$ cat src/shared/fpt_pkg.sv
// ==========================================================
// clock and tick rates
package fpt_pkg;
  localparam int unsigned CLK_HZ = 40_000_000;
  localparam int unsigned TICK_HZ = 22_500;
  localparam int unsigned TICK_CYC = CLK_HZ / TICK_HZ;
  localparam int unsigned MS_CYC = CLK_HZ / 1_000;
  localparam int unsigned PWM_STEPS = 256;

  // ==========================================================
  // fan output rates and step lengths
  typedef int unsigned fpt_rate_arr_t [8];
  localparam fpt_rate_arr_t RATE_HZ = '{22_500, 96, 84, 72, 60, 48, 36, 12};
  function automatic fpt_rate_arr_t rate_steps();
    fpt_rate_arr_t r;
    for (int i = 0; i < 8; i++) begin
      r[i] = CLK_HZ / (RATE_HZ[i] * PWM_STEPS);
    end
    return r;
  endfunction

  // ==========================================================
  // spin-up, ramp, duty table, throttle train
  typedef logic [11:0] fpt_ms_arr_t [8];
  localparam fpt_ms_arr_t SPIN_MS = '{12'h000, 12'h064, 12'h0fa, 12'h190,
                                      12'h2bc, 12'h3e8, 12'h7d0, 12'hfa0};
  localparam logic [2:0] SPIN_OFF = 3'h0;
  localparam logic [9:0] RAMP_STEP_MS = 10'h032;
  typedef logic [7:0] fpt_duty_tab_t [16];
  localparam fpt_duty_tab_t DUTY_TAB = '{8'h00, 8'h11, 8'h22, 8'h33, 8'h44, 8'h55,
                                         8'h66, 8'h77, 8'h88, 8'h99, 8'haa, 8'hbb,
                                         8'hcc, 8'hdd, 8'hee, 8'hff};
  localparam logic [3:0] CODE_ZERO = 4'h0;
  localparam logic [3:0] CODE_FULL = 4'hf;
  localparam logic [6:0] THR_PERIOD = 7'h50;
  localparam logic [6:0] THR_STEP = 7'h05;

  // ==========================================================
  // register indices (byte address is four times the index)
  localparam logic [7:0] IDX_RAMP = 8'hbf;
  localparam logic [7:0] IDX_FORCE = 8'hc6;
  localparam logic [7:0] IDX_INTERVAL = 8'hc7;
  localparam logic [7:0] IDX_BIND [2] = '{8'hc8, 8'hcc};
  localparam logic [7:0] IDX_OVR [2] = '{8'hc9, 8'hcd};
  localparam logic [7:0] IDX_SPIN [2] = '{8'hca, 8'hce};
  localparam logic [7:0] IDX_RATE [2] = '{8'hcb, 8'hcf};
  localparam logic [7:0] IDX_CONFIG = 8'he3;
  localparam logic [7:0] RST_ZERO = 8'h00;
  localparam logic [7:0] RST_INTERVAL = 8'h11;
  localparam logic [7:0] RST_BIND = 8'h0f;

  // ==========================================================
  // field positions
  localparam int THR_DUTY_LSB = 0;
  localparam int FORCE1_BIT = 6;
  localparam int FORCE2_BIT = 7;
  localparam int SRC_THR_LSB = 4;
  localparam int OVR_EN_BIT = 0;
  localparam int INV_BIT = 1;
  localparam int LOCK_EN_BIT = 2;
  localparam int LOCK_FLAG_BIT = 3;
  localparam int MAN_DUTY_LSB = 4;
  localparam int SPIN_DUTY_LSB = 0;
  localparam int SPIN_TIME_LSB = 5;
  localparam int RATE_LSB = 0;
  localparam int VR_RAMP_LSB = 0;
  localparam int PH_RAMP_LSB = 4;
  localparam int CFG_LOCK_BIT = 1;
  localparam int CFG_TIED_BIT = 4;
endpackage

$ cat src/design/fpt_fan_throttle.sv
`timescale 1ns/10ps
module fpt_fan_throttle #(
  parameter int unsigned MS_CYCLES = fpt_pkg::MS_CYC,
  parameter fpt_pkg::fpt_rate_arr_t RATE_STEP_CYC = fpt_pkg::rate_steps()
) (
  input wire logic pclk,
  input wire logic presetn,
  input wire logic psel,
  input wire logic penable,
  input wire logic pwrite,
  input wire logic [9:0] paddr,
  input wire logic [31:0] pwdata,
  output logic [31:0] prdata,
  output logic pready,
  output logic pslverr,
  input wire logic [3:0] zone1_duty_code,
  input wire logic [3:0] zone2_duty_code,
  input wire logic [3:0] zone3_duty_code,
  input wire logic [3:0] zone4_duty_code,
  input wire logic cpu1_throttle_pin_n,
  input wire logic cpu2_throttle_pin_n,
  input wire logic vreg1_hot_pin_n,
  input wire logic vreg2_hot_pin_n,
  output logic cpu1_throttle_pin_n_out,
  output logic cpu1_throttle_pin_oe_n,
  output logic cpu2_throttle_pin_n_out,
  output logic cpu2_throttle_pin_oe_n,
  output logic fan_drive_1,
  output logic fan_drive_2,
  output logic [3:0] cpu1_watch_interval,
  output logic [3:0] cpu2_watch_interval
);
  logic pready_reg;
  logic pslverr_reg;
  logic [31:0] prdata_reg;
  logic [7:0] ramp_reg;
  logic [7:0] interval_reg;
  logic force1_reg;
  logic force2_reg;
  logic [3:0] thr_duty_reg;
  logic lock_reg;
  logic tied_reg;
  logic [15:0] ms_cnt_reg;
  logic [10:0] tick_cnt_reg;
  logic [6:0] thr_cnt_reg;
  logic thr1_n_reg;
  logic thr2_n_reg;
  logic [3:0] ramp_code [4];
  logic [3:0] zone_code [4];
  logic [7:0] rd_bind [2];
  logic [7:0] rd_ovr [2];
  logic [7:0] rd_spin [2];
  logic [7:0] rd_rate [2];
  logic drive_w [2];

  // ==========================================================
  // apb slave: one wait state, so every output is a flop
  wire [7:0] idx = paddr[9:2];
  wire setup_acc = psel & penable & ~pready_reg;
  wire wr_en = psel & penable & pready_reg & pwrite;
  // the global lock freezes fan setup, not the lock flags
  wire wr_lk = wr_en & ~lock_reg;
  wire force_wr = wr_en & (idx == fpt_pkg::IDX_FORCE);
  wire intv_wr = wr_en & (idx == fpt_pkg::IDX_INTERVAL);
  wire ramp_wr = wr_lk & (idx == fpt_pkg::IDX_RAMP);
  wire cfg_wr = wr_lk & (idx == fpt_pkg::IDX_CONFIG);

  wire [7:0] rd_force = {force2_reg, force1_reg, 2'h0, thr_duty_reg};
  wire [7:0] rd_cfg = {3'h0, tied_reg, 2'h0, lock_reg, 1'b0};
  wire [7:0] rd8 =
    ({8{idx == fpt_pkg::IDX_RAMP}} & ramp_reg) |
    ({8{idx == fpt_pkg::IDX_FORCE}} & rd_force) |
    ({8{idx == fpt_pkg::IDX_INTERVAL}} & interval_reg) |
    ({8{idx == fpt_pkg::IDX_BIND[0]}} & rd_bind[0]) |
    ({8{idx == fpt_pkg::IDX_OVR[0]}} & rd_ovr[0]) |
    ({8{idx == fpt_pkg::IDX_SPIN[0]}} & rd_spin[0]) |
    ({8{idx == fpt_pkg::IDX_RATE[0]}} & rd_rate[0]) |
    ({8{idx == fpt_pkg::IDX_BIND[1]}} & rd_bind[1]) |
    ({8{idx == fpt_pkg::IDX_OVR[1]}} & rd_ovr[1]) |
    ({8{idx == fpt_pkg::IDX_SPIN[1]}} & rd_spin[1]) |
    ({8{idx == fpt_pkg::IDX_RATE[1]}} & rd_rate[1]) |
    ({8{idx == fpt_pkg::IDX_CONFIG}} & rd_cfg);
  wire hit = (idx == fpt_pkg::IDX_RAMP) | (idx == fpt_pkg::IDX_FORCE) |
             (idx == fpt_pkg::IDX_INTERVAL) | (idx == fpt_pkg::IDX_CONFIG) |
             (idx[7:3] == fpt_pkg::IDX_BIND[0][7:3]);

  always_ff @(posedge pclk or negedge presetn) begin
    if (!presetn) begin
      pready_reg <= 1'b0;
      pslverr_reg <= 1'b0;
      prdata_reg <= 32'h0000_0000;
    end else begin
      pready_reg <= setup_acc;
      pslverr_reg <= setup_acc & ~hit;
      if (setup_acc) begin
        prdata_reg <= (pwrite | ~hit) ? 32'h0000_0000 : {24'h00_0000, rd8};
      end
    end
  end

  // ==========================================================
  // global registers
  always_ff @(posedge pclk or negedge presetn) begin
    if (!presetn) begin
      ramp_reg <= fpt_pkg::RST_ZERO;
      interval_reg <= fpt_pkg::RST_INTERVAL;
      force1_reg <= 1'b0;
      force2_reg <= 1'b0;
      thr_duty_reg <= fpt_pkg::CODE_ZERO;
      lock_reg <= 1'b0;
      tied_reg <= 1'b0;
    end else begin
      if (ramp_wr) begin
        ramp_reg <= pwdata[7:0];
      end
      // interval codes kept as written, reserved ones too
      if (intv_wr) begin
        interval_reg <= pwdata[7:0];
      end
      if (force_wr) begin
        force1_reg <= pwdata[fpt_pkg::FORCE1_BIT];
        force2_reg <= pwdata[fpt_pkg::FORCE2_BIT];
        thr_duty_reg <= pwdata[fpt_pkg::THR_DUTY_LSB +: 4];
      end
      // lock only sets; reset alone clears it
      if (cfg_wr) begin
        lock_reg <= pwdata[fpt_pkg::CFG_LOCK_BIT];
        tied_reg <= pwdata[fpt_pkg::CFG_TIED_BIT];
      end
    end
  end

  // ==========================================================
  // time bases: 1 ms for ramps and spin-up, 22.5 kHz for throttle
  wire ms_tick = ms_cnt_reg == 16'(MS_CYCLES - 1);
  wire tick = tick_cnt_reg == 11'(fpt_pkg::TICK_CYC - 1);
  wire thr_last = thr_cnt_reg == fpt_pkg::THR_PERIOD - 7'h01;
  // five ticks per code step, plus one step
  wire thr_on = thr_cnt_reg < fpt_pkg::THR_STEP * 7'({3'h0, thr_duty_reg} + 7'h01);
  // tied pins follow either force bit
  wire drv1 = thr_on & (force1_reg | (tied_reg & force2_reg));
  wire drv2 = thr_on & (force2_reg | (tied_reg & force1_reg));

  always_ff @(posedge pclk or negedge presetn) begin
    if (!presetn) begin
      ms_cnt_reg <= 16'h0000;
      tick_cnt_reg <= 11'h000;
      thr_cnt_reg <= 7'h00;
      thr1_n_reg <= 1'b1;
      thr2_n_reg <= 1'b1;
    end else begin
      ms_cnt_reg <= ms_tick ? 16'h0000 : ms_cnt_reg + 16'h0001;
      tick_cnt_reg <= tick ? 11'h000 : tick_cnt_reg + 11'h001;
      if (tick) begin
        thr_cnt_reg <= thr_last ? 7'h00 : thr_cnt_reg + 7'h01;
      end
      thr1_n_reg <= ~drv1;
      thr2_n_reg <= ~drv2;
    end
  end

  // ==========================================================
  // ramp sources: cpu1, cpu2, vreg1, vreg2 (pins active low)
  wire [3:0] hot = ~{vreg2_hot_pin_n, vreg1_hot_pin_n, cpu2_throttle_pin_n,
                     cpu1_throttle_pin_n};
  genvar s;
  for (s = 0; s < 4; s++) begin : g_ramp
    logic [3:0] code_reg;
    logic [9:0] ms_reg;
    wire [3:0] dly = (s < 2) ? ramp_reg[fpt_pkg::PH_RAMP_LSB +: 4]
                             : ramp_reg[fpt_pkg::VR_RAMP_LSB +: 4];
    wire [9:0] step_ms = {6'h00, dly} * fpt_pkg::RAMP_STEP_MS;
    wire at_end = hot[s] ? (code_reg == fpt_pkg::CODE_FULL)
                         : (code_reg == fpt_pkg::CODE_ZERO);
    wire step = ms_tick & ~at_end & (ms_reg >= step_ms - 10'h001);
    always_ff @(posedge pclk or negedge presetn) begin
      if (!presetn) begin
        code_reg <= fpt_pkg::CODE_ZERO;
        ms_reg <= 10'h000;
      end else if (dly == fpt_pkg::CODE_ZERO) begin
        code_reg <= hot[s] ? fpt_pkg::CODE_FULL : fpt_pkg::CODE_ZERO;
        ms_reg <= 10'h000;
      end else if (step) begin
        ms_reg <= 10'h000;
        code_reg <= hot[s] ? code_reg + 4'h1 : code_reg - 4'h1;
      end else if (ms_tick & ~at_end) begin
        ms_reg <= ms_reg + 10'h001;
      end
    end
    assign ramp_code[s] = code_reg;
  end

  assign zone_code[0] = zone1_duty_code;
  assign zone_code[1] = zone2_duty_code;
  assign zone_code[2] = zone3_duty_code;
  assign zone_code[3] = zone4_duty_code;

  // ==========================================================
  // fan channels
  genvar f;
  for (f = 0; f < 2; f++) begin : g_fan
    logic [7:0] bind_reg;
    logic ovr_en_reg;
    logic inv_reg;
    logic lock_en_reg;
    logic lock_flag_reg;
    logic [3:0] man_duty_reg;
    logic [3:0] spin_duty_reg;
    logic [2:0] spin_time_reg;
    logic [2:0] rate_reg;
    logic [3:0] req_code;
    logic [3:0] duty_code;
    wire bind_wr = wr_lk & (idx == fpt_pkg::IDX_BIND[f]);
    wire ovr_hit = wr_en & (idx == fpt_pkg::IDX_OVR[f]);
    wire spin_wr = wr_lk & (idx == fpt_pkg::IDX_SPIN[f]);
    wire rate_wr = wr_lk & (idx == fpt_pkg::IDX_RATE[f]);
    wire thr_evt = |(bind_reg[fpt_pkg::SRC_THR_LSB +: 2] & hot[1:0]);
    // event wins over a clear; clear ignores the lock
    wire lock_flag_next = (lock_en_reg & thr_evt) |
      (lock_flag_reg & ~(ovr_hit & ~pwdata[fpt_pkg::LOCK_FLAG_BIT]));

    always_ff @(posedge pclk or negedge presetn) begin
      if (!presetn) begin
        bind_reg <= fpt_pkg::RST_BIND;
        ovr_en_reg <= 1'b0;
        inv_reg <= 1'b0;
        lock_en_reg <= 1'b0;
        lock_flag_reg <= 1'b0;
        man_duty_reg <= fpt_pkg::CODE_ZERO;
        spin_duty_reg <= fpt_pkg::CODE_ZERO;
        spin_time_reg <= fpt_pkg::SPIN_OFF;
        rate_reg <= 3'h0;
      end else begin
        if (bind_wr) begin
          bind_reg <= pwdata[7:0];
        end
        if (ovr_hit & ~lock_reg) begin
          ovr_en_reg <= pwdata[fpt_pkg::OVR_EN_BIT];
          inv_reg <= pwdata[fpt_pkg::INV_BIT];
          lock_en_reg <= pwdata[fpt_pkg::LOCK_EN_BIT];
          man_duty_reg <= pwdata[fpt_pkg::MAN_DUTY_LSB +: 4];
        end
        lock_flag_reg <= lock_flag_next;
        if (spin_wr) begin
          spin_duty_reg <= pwdata[fpt_pkg::SPIN_DUTY_LSB +: 4];
          spin_time_reg <= pwdata[fpt_pkg::SPIN_TIME_LSB +: 3];
        end
        if (rate_wr) begin
          rate_reg <= pwdata[fpt_pkg::RATE_LSB +: 3];
        end
      end
    end

    always_comb begin
      logic [3:0] m;
      m = fpt_pkg::CODE_ZERO;
      for (int z = 0; z < 4; z++) begin
        if (bind_reg[z] && zone_code[z] > m) begin
          m = zone_code[z];
        end
        if (bind_reg[fpt_pkg::SRC_THR_LSB + z] && ramp_code[z] > m) begin
          m = ramp_code[z];
        end
      end
      if (ovr_en_reg && man_duty_reg > m) begin
        m = man_duty_reg;
      end
      // held at full while the flag stands
      if (lock_flag_reg) begin
        m = fpt_pkg::CODE_FULL;
      end
      req_code = m;
    end

    fpt_fan_channel #(
      .RATE_STEP_CYC(RATE_STEP_CYC)
    ) u_chan (
      .pclk(pclk),
      .presetn(presetn),
      .ms_tick(ms_tick),
      .req_code(req_code),
      .spin_time(spin_time_reg),
      .spin_duty(spin_duty_reg),
      .rate_sel(rate_reg),
      .invert(inv_reg),
      .drive(drive_w[f]),
      .duty_code(duty_code)
    );

    assign rd_bind[f] = bind_reg;
    // manual duty field reads the driven code
    assign rd_ovr[f] = {duty_code, lock_flag_reg, lock_en_reg, inv_reg, ovr_en_reg};
    assign rd_spin[f] = {spin_time_reg, 1'b0, spin_duty_reg};
    assign rd_rate[f] = {5'h00, rate_reg};
  end

  // ==========================================================
  // outputs
  assign prdata = prdata_reg;
  assign pready = pready_reg;
  assign pslverr = pslverr_reg;
  assign fan_drive_1 = drive_w[0];
  assign fan_drive_2 = drive_w[1];
  // open drain: pulled low only while asserting
  assign cpu1_throttle_pin_n_out = thr1_n_reg;
  assign cpu1_throttle_pin_oe_n = thr1_n_reg;
  assign cpu2_throttle_pin_n_out = thr2_n_reg;
  assign cpu2_throttle_pin_oe_n = thr2_n_reg;
  assign cpu1_watch_interval = interval_reg[3:0];
  assign cpu2_watch_interval = interval_reg[7:4];
endmodule // fpt_fan_throttle

$ cat src/design/fpt_fan_channel.sv
`timescale 1ns/10ps
module fpt_fan_channel #(
  parameter fpt_pkg::fpt_rate_arr_t RATE_STEP_CYC = fpt_pkg::rate_steps()
) (
  input wire logic pclk,
  input wire logic presetn,
  input wire logic ms_tick,
  input wire logic [3:0] req_code,
  input wire logic [2:0] spin_time,
  input wire logic [3:0] spin_duty,
  input wire logic [2:0] rate_sel,
  input wire logic invert,
  output logic drive,
  output logic [3:0] duty_code
);
  logic spin_reg;
  logic spin_next;
  logic prev_zero_reg;
  logic [11:0] spin_ms_reg;
  logic [3:0] duty_reg;
  logic [15:0] pre_reg;
  logic [7:0] phase_reg;
  logic drive_reg;

  // ==========================================================
  // spin-up
  // start on zero to non-zero
  wire spin_start = prev_zero_reg & (req_code != fpt_pkg::CODE_ZERO) &
                    (spin_time != fpt_pkg::SPIN_OFF) & (spin_duty != fpt_pkg::CODE_ZERO);
  wire spin_done = spin_ms_reg >= fpt_pkg::SPIN_MS[spin_time];
  // a request falling back to zero aborts the sequence
  assign spin_next = spin_start |
                     (spin_reg & ~spin_done & (req_code != fpt_pkg::CODE_ZERO));

  // ==========================================================
  // pwm
  // step length per rate code
  wire [15:0] step_last = 16'(RATE_STEP_CYC[rate_sel] - 1);
  // >= so a rate change mid-step never wraps the prescaler
  wire step_wrap = pre_reg >= step_last;
  // full code is a steady level
  wire level = (duty_reg == fpt_pkg::CODE_FULL) | (phase_reg < fpt_pkg::DUTY_TAB[duty_reg]);

  always_ff @(posedge pclk or negedge presetn) begin
    if (!presetn) begin
      prev_zero_reg <= 1'b1;
      spin_reg <= 1'b0;
      spin_ms_reg <= 12'h000;
      duty_reg <= fpt_pkg::CODE_ZERO;
      pre_reg <= 16'h0000;
      phase_reg <= 8'h00;
      drive_reg <= 1'b0;
    end else begin
      prev_zero_reg <= req_code == fpt_pkg::CODE_ZERO;
      spin_reg <= spin_next;
      if (spin_start) begin
        spin_ms_reg <= 12'h000;
      end else if (spin_reg & ms_tick) begin
        spin_ms_reg <= spin_ms_reg + 12'h001;
      end
      duty_reg <= spin_next ? spin_duty : req_code;
      pre_reg <= step_wrap ? 16'h0000 : pre_reg + 16'h0001;
      if (step_wrap) begin
        phase_reg <= phase_reg + 8'h01;
      end
      drive_reg <= level ^ invert;
    end
  end

  assign drive = drive_reg;
  assign duty_code = duty_reg;
endmodule // fpt_fan_channel

$ cat config.mk
export PLATFORM = sky130hd
export DESIGN_NAME = fpt_fan_throttle
export DESIGN_NICKNAME = d
export VERILOG_FILES = /design/src/shared/fpt_pkg.sv /design/src/design/fpt_fan_throttle.sv /design/src/design/fpt_fan_channel.sv
export SDC_FILE = /design/constraint.sdc
export NUM_CORES = 1
export LEC_CHECK = 0
export BUFFER_PORTS_ARGS = -buffer_cell sky130_fd_sc_hd__buf_2
export CAP_MARGIN = 10
export CORE_MARGIN = 2
export CORE_UTILIZATION = 25
export CTS_CLUSTER_DIAMETER = 60
export DETAILED_ROUTE_END_ITERATION = 6
export PLACE_DENSITY = 0.42
export SYNTH_ARGS = -nofsm -noshare
export SYNTH_HDL_FRONTEND = slang
export SYNTH_SLANG_ARGS = --single-unit
$ cat constraint.sdc
create_clock -name pclk -period 37.2 [get_ports pclk]
set_clock_uncertainty 0.2 [all_clocks]
set_input_delay 7.44 -clock pclk [delete_from_list [all_inputs] [get_ports pclk]]
set_output_delay 7.44 -clock pclk [all_outputs]
set_load 0.05 [all_outputs]
==> results of run 1 <==
## cells in the final DEF (no fill, tap or decap), types with 35 or more instances in the layout
master,netlist,final
buf_2,2,63
o21ai_0,135,135
inv_1,138,138
ha_1,222,222
nand2b_1,39,39
xor2_1,70,70
nand3_1,81,81
nand2_1,157,157
a21o_1,35,35
a21oi_1,87,87
mux2_2,87,87
clkbuf_16,0,35
xnor2_1,86,86
and3_1,47,47
dfrtp_1,250,250
nor2b_1,48,48
nor2_1,195,194
## layout make-up
class / instances / area [um2] / share of cell area, %
flip-flops and latches: 264 / 6624 / 29.58
well taps: 1040 / 1301 / 5.810
diodes: 2 / 5.005 / 0.02235
clock inverters: 13 / 175.2 / 0.7822
clock buffers: 49 / 1018 / 4.548
multi-input cells: 1686 / 12320 / 55.02
repair buffers: 77 / 427.9 / 1.911
inverters: 139 / 521.8 / 2.330
## worst reg2reg max path: cells and delay by family (launching register included)
kind	cells	cell delay [ps]
AOI/OAI and AO/OA	23	5410
muxes	6	1670
adders and majority gates	8	2240
DFF	1	680
buffers and inverters	5	390
and+or+nand+nor	20	3370
## per-layer routing
layer	up-vias	track usage (%)	part of all wire, %
met3	82	2.392	4.4
met4	8	3.184	1.9
met5	-	0	0.085
met2	266	21.01	44
met1	7618	18.98	50
li1	7676	-	-
## power by group through the flow
stage	clock network [mW]	registers, mW	logic [mW]
floorplan	0	0.315	0.0522
global placement	0	0.313	0.0792
detailed placement	0	0.313	0.0813
CTS	0.364	0.308	0.0822
global route	0.375	0.310	0.0918
finish	0.352	0.308	0.0807
## worst paths after layout
check | slack (ps) | cells past startpoint | from | endpoint
min in group asynchronous | 6640 | 1 | presetn | g_ramp[1].ms_reg[0]
worst max register to register | 23110 | 62 | g_fan[1].bind_reg[0] | g_fan[1].u_chan.spin_ms_reg[0]
max in group asynchronous | 28720 | 2 | presetn | g_fan[0].u_chan.spin_ms_reg[4]
worst max-delay path | 16830 | 63 | zone1_duty_code[1] | g_fan[1].u_chan.spin_ms_reg[0]
worst min register to register | 280 | 1 | prdata[7] | prdata[7]
worst min-delay path | 280 | 1 | prdata[7] | prdata[7]
## kinds of logic (layout without fill, tap and decap cells)
kind of cell / count (synthesis) / count (layout) / synth area share, %
mux: 119 / 119 / 6.706
compound gates: 449 / 449 / 15.39
other cells: 1 / 28 / 0.01901
xor+xnor: 156 / 156 / 6.928
buf+inv: 212 / 278 / 4.618
fa+ha+maj: 233 / 233 / 15.10
flops: 264 / 264 / 33.58
simple gates: 703 / 703 / 17.66
==> metrics.yaml, run 1 <==
sta:
  worst_hold_slack_ps: 278.4
  worst_pin_slew_ps: 1128
  slew_headroom_pct: 24.63
  finalCritPeriodShare_pct: 54.76
  rsz0062_at_grt: "false"
  finalWorstPathRequiredPeriod_ps: 20370
  setup_viol: 0
  fin_ws_ps: 16830
  maxSlewViolCount: 0
  hold_viol: 0
  fmax_ghz: 0.04909
  setup_tns_ps: 0
synth:
  synth_area_mm2: 0.01972
  synth.avg_cell_area_um2: 9.229
  synthCells: 2137
  post-synth-top-count-cell: "dfrtp_1"
  synthArstFlopShare_pct: 100.0
  ys_ff_latch: 264
  synth-edff-count: 0
  dominantRegCellSynth: "dfrtp_1"
  yosysUniqueCellTypes: 108
  synth_top_area_cell: "dfrtp_1"
  yosysSeqAreaShare_pct: 33.58
  synth.top_cells.by_area: "dfrtp_1, ha_1, mux2_2"
  yosysWarnings: 0
  synth_top_area_share_pct: 31.72
  synth_common_cells: "dfrtp_1, ha_1, nor2_1"
global_route:
  grt_max_degree: 81
  antenna_found_initial: 8
  grt_pass1_wl_um: 87810
  grt_pass1_vias: 15620
  grt-ovfl-total: 0
  globalRouteTotalUtil_pct: 13.38
cts:
  cts_tree: "built"
  cts_htree_levels: 2
  hold_buffers: 0
  clockBufferDepth: 3
  cts_setup_buffers: 0
  post_cts_resized: 0
  cts_made_buffers: 34
  cts-root-buf: "clkbuf_16"
  clk_latency_ps: 550
  clkTransAtPathRegs_ps: 60
  cts.sinks: 264
floorplanning:
  chipWidth_um: 284.9
  start_util_pct: 25.38
  dieArea_mm2: 0.08115
  io_pins: 115
  fp.dieH_um: 284.9
  row_count: 102
  coreArea_mm2: 0.07772
worst_setup_path:
  crit_family: "compound AO/OA/AOI/OAI gates"
  crit_path_end_kind: "flip-flop"
  critPathKind: "input port to flip-flop"
  crit_required_ps: 37390
  start_kind: "input port"
  critPathMaxFanout: 12
  critPathMaxStageDelay_ps: 730
  arrival_ps: 20560
  crit_top_cell: "ha_1"
  path_buf_inv: 6
  crit_slowest_cell: "a31oi_2"
placed_design:
  place_inst: 3206
  gp_congestion: 0.8379
  hpwl_um: 41590
  io_buffer_count: 64
  place_ws_ps: 16220
  dpl_cell_area_mm2: 0.02120
pwr:
  vdd_drop_max_v: 0.00004496
  power_leakage_nw: 10.11
  pwr-share-clk_pct: 47.5
  comb_power_share_pct: 10.9
  power_uw: 741.1
  switching_power_uw: 200.5
  swShare_pct: 27.05
  powerDensity_mw_per_mm2: 33.09
  power_frac_seq_pct: 41.6
  p_int_uw: 540.6
layout:
  largest_reg_flops: 40
  fin_util_pct: 28.81
  syn_to_final_growth_pct: 13.55
  nets: 2500
  final_area_mm2: 0.02240
  drive_gt1_share_pct: 13.60
  nFillCells: 8170
  final-instance-count-excl-fill: 3270
route:
  totalWireLength_um: 54290
  wl_per_cell_um: 16.60
  vias: 15650
  drt_iter0_markers: 1005
  dr.pass1.iters: 5
  ant_nets: 0
  via_per_inst: 4.786
  drc: 0
status:
  status: "finished, final reports clean"
hold_path:
  hp-class: "flip-flop to flip-flop"
job:
  drv_cap: 0
Note: power is estimated with default switching activity, not from simulation.
==> run 2: changes to the inputs <==
Settings changed: ABC_AREA from default to 1, PLACE_DENSITY 0.42 to 0.43.
Clock period 37.2 ns to 19.6 ns, I/O delays scaled along.
==> metrics.yaml, run 2 <==
status:
  status: "finished, final reports clean"
placed_design:
  gp_congestion: 0.8593  # +2.6%
  hpwl_um: 42430  # +2.0%
  place_ws_ps: 5860  # -10360 ps
  place_inst: 3574  # +11%
  io_buffer_count: 64  # unchanged
  dpl_cell_area_mm2: 0.02108  # -0.53%
job:
  drv_cap: 0  # unchanged
worst_setup_path:
  critPathMaxStageDelay_ps: 400  # -330 ps
  crit_slowest_cell: "o21ai_0"
  crit_top_cell: "nand2_1"
  worstRegToRegCells: 60  # -3.2%
  crit_path_end_kind: "flip-flop"
  critPathMaxFanout: 18  # +6
  critPathKind: "input port to flip-flop"
  arrival_ps: 13480  # -7080 ps
  start_kind: "input port"
  r2r_slack_ps: 9310  # -13800 ps
  r2r-end: "g_fan[1].u_chan.duty_code[3]"
  r2r-start: "g_fan[1].bind_reg[0]"
  crit_required_ps: 19850  # -17540 ps
layout:
  drive_gt1_share_pct: 10.74  # -2.9 points
  layout_commonest_cell: "nand2_1"
  syn_to_final_growth_pct: 14.59
  nets: 2874  # +15%
  largest_reg_flops: 40  # unchanged
  final-instance-count-excl-fill: 3656  # +12%
  fin_util_pct: 29.01  # +0.20 points
  layout_common_cells: "nand2_1, inv_1, dfrtp_1"
  final_area_mm2: 0.02251  # +0.52%
sta:
  finalWorstPathRequiredPeriod_ps: 13230
  fin_ws_ps: 6367  # -10460 ps
  setup_viol: 0  # unchanged
  setup_tns_ps: 0  # unchanged
  hold_viol: 0  # unchanged
  worst_hold_slack_ps: 256.2  # -22.18 ps
  rsz0062_at_grt: "false"
  fmax_ghz: 0.07557
  maxSlewViolCount: 0  # unchanged
  finalCritPeriodShare_pct: 67.52
  slew_headroom_pct: 29.23  # +4.6 points
  worst_pin_slew_ps: 1056  # -71.75 ps
pwr:
  power_leakage_nw: 10.73  # +6.2%
  comb_power_share_pct: 8.6  # -2.3 points
  powerDensity_mw_per_mm2: 65.21  # +97%
  power_mw: 1.468  # +98%
  swShare_pct: 26.83  # -0.22 points
  power_frac_seq_pct: 39.6  # -2.0 points
  switching_power_uw: 393.8  # +96%
  vdd_drop_max_v: 0.00004774  # +6.2%
  pwr-share-clk_pct: 51.8  # +4.3 points
  p_int_mw: 1.074  # +99%
route:
  vias: 16790  # +7.3%
  ant_nets: 0  # unchanged
  wl_per_cell_um: 15.07  # -9.2%
  dr.pass1.iters: 7  # +2
  drt_iter0_markers: 921  # -8.4%
  drc: 0  # unchanged
  totalWireLength_um: 55090  # +1.5%
  via_per_inst: 4.592  # -4.1%
floorplanning:
  fp.dieH_um: 284.3  # -0.19%
  row_count: 102  # unchanged
  chipWidth_um: 284.3  # -0.19%
  io_pins: 115  # unchanged
  dieArea_mm2: 0.08084  # -0.39%
  start_util_pct: 25.32  # -0.058 points
  coreArea_mm2: 0.07759  # -0.16%
global_route:
  grt_max_degree: 153  # +89%
  grt_pass1_wl_um: 89130  # +1.5%
  antenna_found_initial: 12  # +4
  globalRouteTotalUtil_pct: 13.64  # +0.26 points
  grt_pass1_vias: 16610  # +6.4%
  grt-ovfl-total: 0  # unchanged
hold_path:
  holdCritStartpoint: "ms_cnt_reg[0]"
  hp-class: "flip-flop to flip-flop"
  min_to: "ms_cnt_reg[0]"
  holdPathStages: 1  # unchanged
synth:
  synth-edff-count: 0  # unchanged
  post-synth-top-count-cell: "nand2_1"
  yosysSeqAreaShare_pct: 33.72  # +0.13 points
  synth_top_area_share_pct: 31.85  # +0.13 points
  yosysUniqueCellTypes: 57  # -47%
  synth_common_cells: "nand2_1, inv_1, dfrtp_1"
  dominantRegCellSynth: "dfrtp_1"
  synthArstFlopShare_pct: 100.0  # unchanged
  ys_ff_latch: 264  # unchanged
  synth_area_mm2: 0.01965  # -0.39%
  synthCells: 2500  # +17%
  synth.top_cells.by_area: "dfrtp_1, ha_1, nand2_1"
  synth_top_area_cell: "dfrtp_1"
  yosysWarnings: 0  # unchanged
  synth.avg_cell_area_um2: 7.858  # -15%
cts:
  cts_setup_buffers: 0  # unchanged
  clk_latency_ps: 570  # +20 ps
  clockBufferDepth: 3  # unchanged
  cts.sinks: 264  # unchanged
  cts_htree_levels: 2  # unchanged
  cts-root-buf: "clkbuf_16"
  cts_tree: "built"
  clkTransAtPathRegs_ps: 50  # about the same
  hold_buffers: 0  # unchanged
  cts_made_buffers: 40  # +18%
  post_cts_resized: 0  # unchanged
[run 2: changes by cell type in the layout (fill, tap and decap cells not counted), sizes merged, moves of 39 or more]
cell / change
mux2: -85
nor3: +43
nand2: +379
and3: -42
inv: +221
nor2b: -48
nand2b: -39
nand3: +90
xnor2: -65
o21ai: +54
[run 2: logic make-up after synthesis]
kind of cell,count (synthesis),share of synthesized area (%)
AND/OR/NAND/NOR,1051,24.87
buffers and inverters,419,8.668
other,1,0.01909
AO/OA/AOI/OAI,434,13.16
multiplexers,4,0.2293
adder cells (fa/ha/maj),231,15.06
XOR/XNOR,96,4.280
flip-flops,264,33.72
[run 2: critical path, delay by kind of cell]
| kind | cells | cell delay [ps] |
|---|---|---|
| compound gates | 7 | 2200 |
| fa+ha+maj | 8 | 2530 |
| buf+inv | 7 | 480 |
| simple gates | 41 | 4330 |
[run 2: worst max-delay path by stage]
stage,to,from,depth (start not counted)
floorplan,g_fan[0].u_chan.spin_ms_reg[10],zone1_duty_code[3],75
finish,g_fan[1].u_chan.duty_code[3],zone1_duty_code[1],63
global placement,g_fan[0].u_chan.duty_code[2],zone1_duty_code[3],67
detailed placement,g_fan[1].u_chan.duty_code[1],zone1_duty_code[1],63
global route,g_fan[0].u_chan.duty_code[1],zone1_duty_code[3],67
CTS,g_fan[1].u_chan.duty_code[3],zone1_duty_code[1],63
[run 2: cell type report]
class | count | area [um2]
diodes | 9 | 22.52
clock buffers | 50 | 1099
clock inverters | 23 | 306.5
fillers | 8367 | 55080
inverters | 358 | 1344
multi-input cells | 1842 | 11430
flip-flops and latches | 264 | 6624
well taps | 1040 | 1301
repair buffers | 70 | 387.9
[run 2: power groups by stage]
| stage | registers [mW] | logic [mW] | clock network (mW) |
|---|---|---|---|
| 2_1_floorplan | 0.586 | 0.0899 | 0 |
| 3_3_place_gp | 0.591 | 0.124 | 0 |
| 3_5_place_dp | 0.591 | 0.128 | 0 |
| 4_1_cts | 0.582 | 0.129 | 0.787 |
| 5_1_grt | 0.584 | 0.146 | 0.811 |
| 6_report | 0.581 | 0.126 | 0.760 |
[run 2: routing by layer]
layer / track usage, % / up-vias / share of wire [%]
met5: 0 / - / 0.060
met4: 4.329 / 6 / 2.1
met3: 2.295 / 65 / 5.0
met2: 22.35 / 313 / 45
met1: 18.24 / 7945 / 48
li1: - / 8458 / -
==> run 3: changes to the inputs <==
Clock period 19.6 ns to 13.1 ns, I/O delays scaled along.
==> metrics.yaml, run 3 (synthesized netlist as in run 2, its figures left out) <==
cts:
  cts.sinks: 264  # unchanged
  cts_made_buffers: 38  # -5.0%
  clkTransAtPathRegs_ps: 50  # about the same
  cts_setup_buffers: 0  # unchanged
  cts-root-buf: "clkbuf_16"
  cts_htree_levels: 2  # unchanged
  cts_tree: "built"
  clockBufferDepth: 3  # unchanged
  clk_latency_ps: 570  # about the same
  hold_buffers: 0  # unchanged
  post_cts_resized: 0  # unchanged
pwr:
  pwr-share-clk_pct: 50.1  # -1.7 points
  swShare_pct: 26.32  # -0.51 points
  power_leakage_nw: 10.68  # -0.48%
  comb_power_share_pct: 8.8  # +0.2 points
  switching_power_uw: 558.6  # +42%
  vdd_drop_max_v: 0.00008529  # +79%
  powerDensity_mw_per_mm2: 94.74  # +45%
  power_frac_seq_pct: 41.0  # +1.4 points
  p_int_mw: 1.564  # +46%
sta:
  fmax_ghz: 0.08439
  hold_viol: 0  # unchanged
  finalCritPeriodShare_pct: 90.46
  rsz0062_at_grt: "false"
  setup_tns_ps: 0  # unchanged
  maxSlewViolCount: 0  # unchanged
  setup_viol: 0  # unchanged
  finalWorstPathRequiredPeriod_ps: 11850
  worst_pin_slew_ps: 1063  # +7.550 ps
  slew_headroom_pct: 28.45  # -0.77 points
status:
  status: "finished, final reports clean"
layout:
  final-instance-count-excl-fill: 3649  # -0.19%
  largest_reg_flops: 40  # unchanged
  nets: 2874  # unchanged
  layout_commonest_cell: "nand2_1"
  drive_gt1_share_pct: 10.53  # -0.21 points
  layout_common_cells: "nand2_1, inv_1, dfrtp_1"
  syn_to_final_growth_pct: 14.03
placed_design:
  io_buffer_count: 64  # unchanged
  gp_congestion: 0.8783  # +2.2%
  place_inst: 3576  # +0.056%
  hpwl_um: 42630  # +0.47%
worst_setup_path:
  start_kind: "input port"
  arrival_ps: 12140  # -1340 ps
  critPathMaxStageDelay_ps: 350  # -50 ps
  critPathMaxFanout: 18  # unchanged
  crit_top_cell: "nand2_1"
  crit_family: "simple AND/OR/NAND/NOR gates"
  crit_slowest_cell: "o21ai_0"
  path_buf_inv: 8  # +1
  critPathKind: "input port to flip-flop"
  crit_required_ps: 13390  # -6460 ps
  crit_path_end_kind: "flip-flop"
route:
  drt_iter0_markers: 1007  # +9.3%
  ant_nets: 0  # unchanged
  wl_per_cell_um: 15.08  # +0.10%
  via_per_inst: 4.577  # -0.32%
  drc: 0  # unchanged
  vias: 16700  # -0.51%
  dr.pass1.iters: 5  # -2
  totalWireLength_um: 55040  # about the same
global_route:
  grt_max_degree: 75  # -51%
  antenna_found_initial: 10  # -2
  globalRouteTotalUtil_pct: 13.66  # +0.019 points
  grt_pass1_wl_um: 89110  # about the same
  grt-ovfl-total: 0  # unchanged
  grt_pass1_vias: 16350  # -1.6%
floorplanning:
  io_pins: 115  # unchanged
  start_util_pct: 25.32  # unchanged
  dieArea_mm2: 0.08084  # unchanged
  row_count: 102  # unchanged
  fp.dieH_um: 284.3  # unchanged
  chipWidth_um: 284.3  # unchanged
  coreArea_mm2: 0.07759  # unchanged
job:
  drv_cap: 0  # unchanged
hold_path:
  hp-class: "flip-flop to flip-flop"
run 3: changes by cell type in the layout (fill, tap and decap cells not counted), sizes merged:
cell    previous run  this run
clkbuf            50        51
diode              9         6
bufinv             5         4
inv              363       357
buf               70        72
run 3: worst reg2reg max path, delay by kind of cell (launching register included):
family	cells	cell delay, ps
AOI/OAI and AO/OA	11	2370
adders and majority gates	8	2570
buffers and inverters	7	430
DFF	1	650
and+or+nand+nor	37	3890
run 3: power groups by stage:
stage / Clock, mW / Combinational, mW / Sequential, mW
finish: 1.06 / 0.188 / 0.870
global route: 1.14 / 0.218 / 0.875
CTS: 1.10 / 0.192 / 0.870
detailed placement: 0 / 0.190 / 0.885
global placement: 0 / 0.185 / 0.884
floorplan: 0 / 0.134 / 0.877
run 3: layout make-up:
cell class,count,area (um2)
diodes,6,15.01
clock buffers,51,1081
clock inverters,16,219.0
fillers,8388,55190
inverters,358,1344
multi-input cells,1842,11430
flip-flops and latches,264,6624
well taps,1040,1301
repair buffers,72,390.4
run 3: stage by stage:
stage | total power, mW | hold WS [ps] | setup slack (ps) | instance area [um2] | utilization (%)
6_report | 2.122 | 259.6 | 1250 | 22400 | 28.87
5_1_grt | 2.230 | 290.1 | 227.6 | 22390 | 28.85
4_1_cts | 2.166 | 265.4 | 1264 | 22390 | 28.85
3_5_place_dp | 1.075 | 255.7 | 707.3 | 21090 | 27.18
3_3_place_gp | 1.069 | 249.3 | 960.1 | 21090 | 27.18
2_1_floorplan | 1.011 | 232.2 | 2508 | 19740 | -
run 3: path summary, 6_finish.rpt:
path / cells after the start / end / slack (ps) / startpoint
min reg2reg: 1 / pready / 260 / pready
min in group asynchronous: 1 / g_fan[1].u_chan.pre_reg[7] / 1820 / presetn
max: 66 / g_fan[0].u_chan.duty_code[2] / 1250 / zone1_duty_code[3]
max reg2reg: 63 / g_fan[0].u_chan.duty_code[2] / 2930 / g_fan[0].bind_reg[0]
min: 1 / pready / 260 / pready
max in group asynchronous: 3 / g_fan[0].man_duty_reg[2] / 8800 / presetn
run 3: metal layers:
layer | up-vias | wire length (um) | track usage [%] | part of all wire [%]
li1 | 8421 | - | - | -
met5 | - | 21 | 0 | 0.038
met1 | 7881 | 25610 | 18.56 | 47
met2 | 314 | 24710 | 22.02 | 45
met4 | 4 | 1477 | 4.316 | 2.7
met3 | 82 | 3230 | 2.319 | 5.9
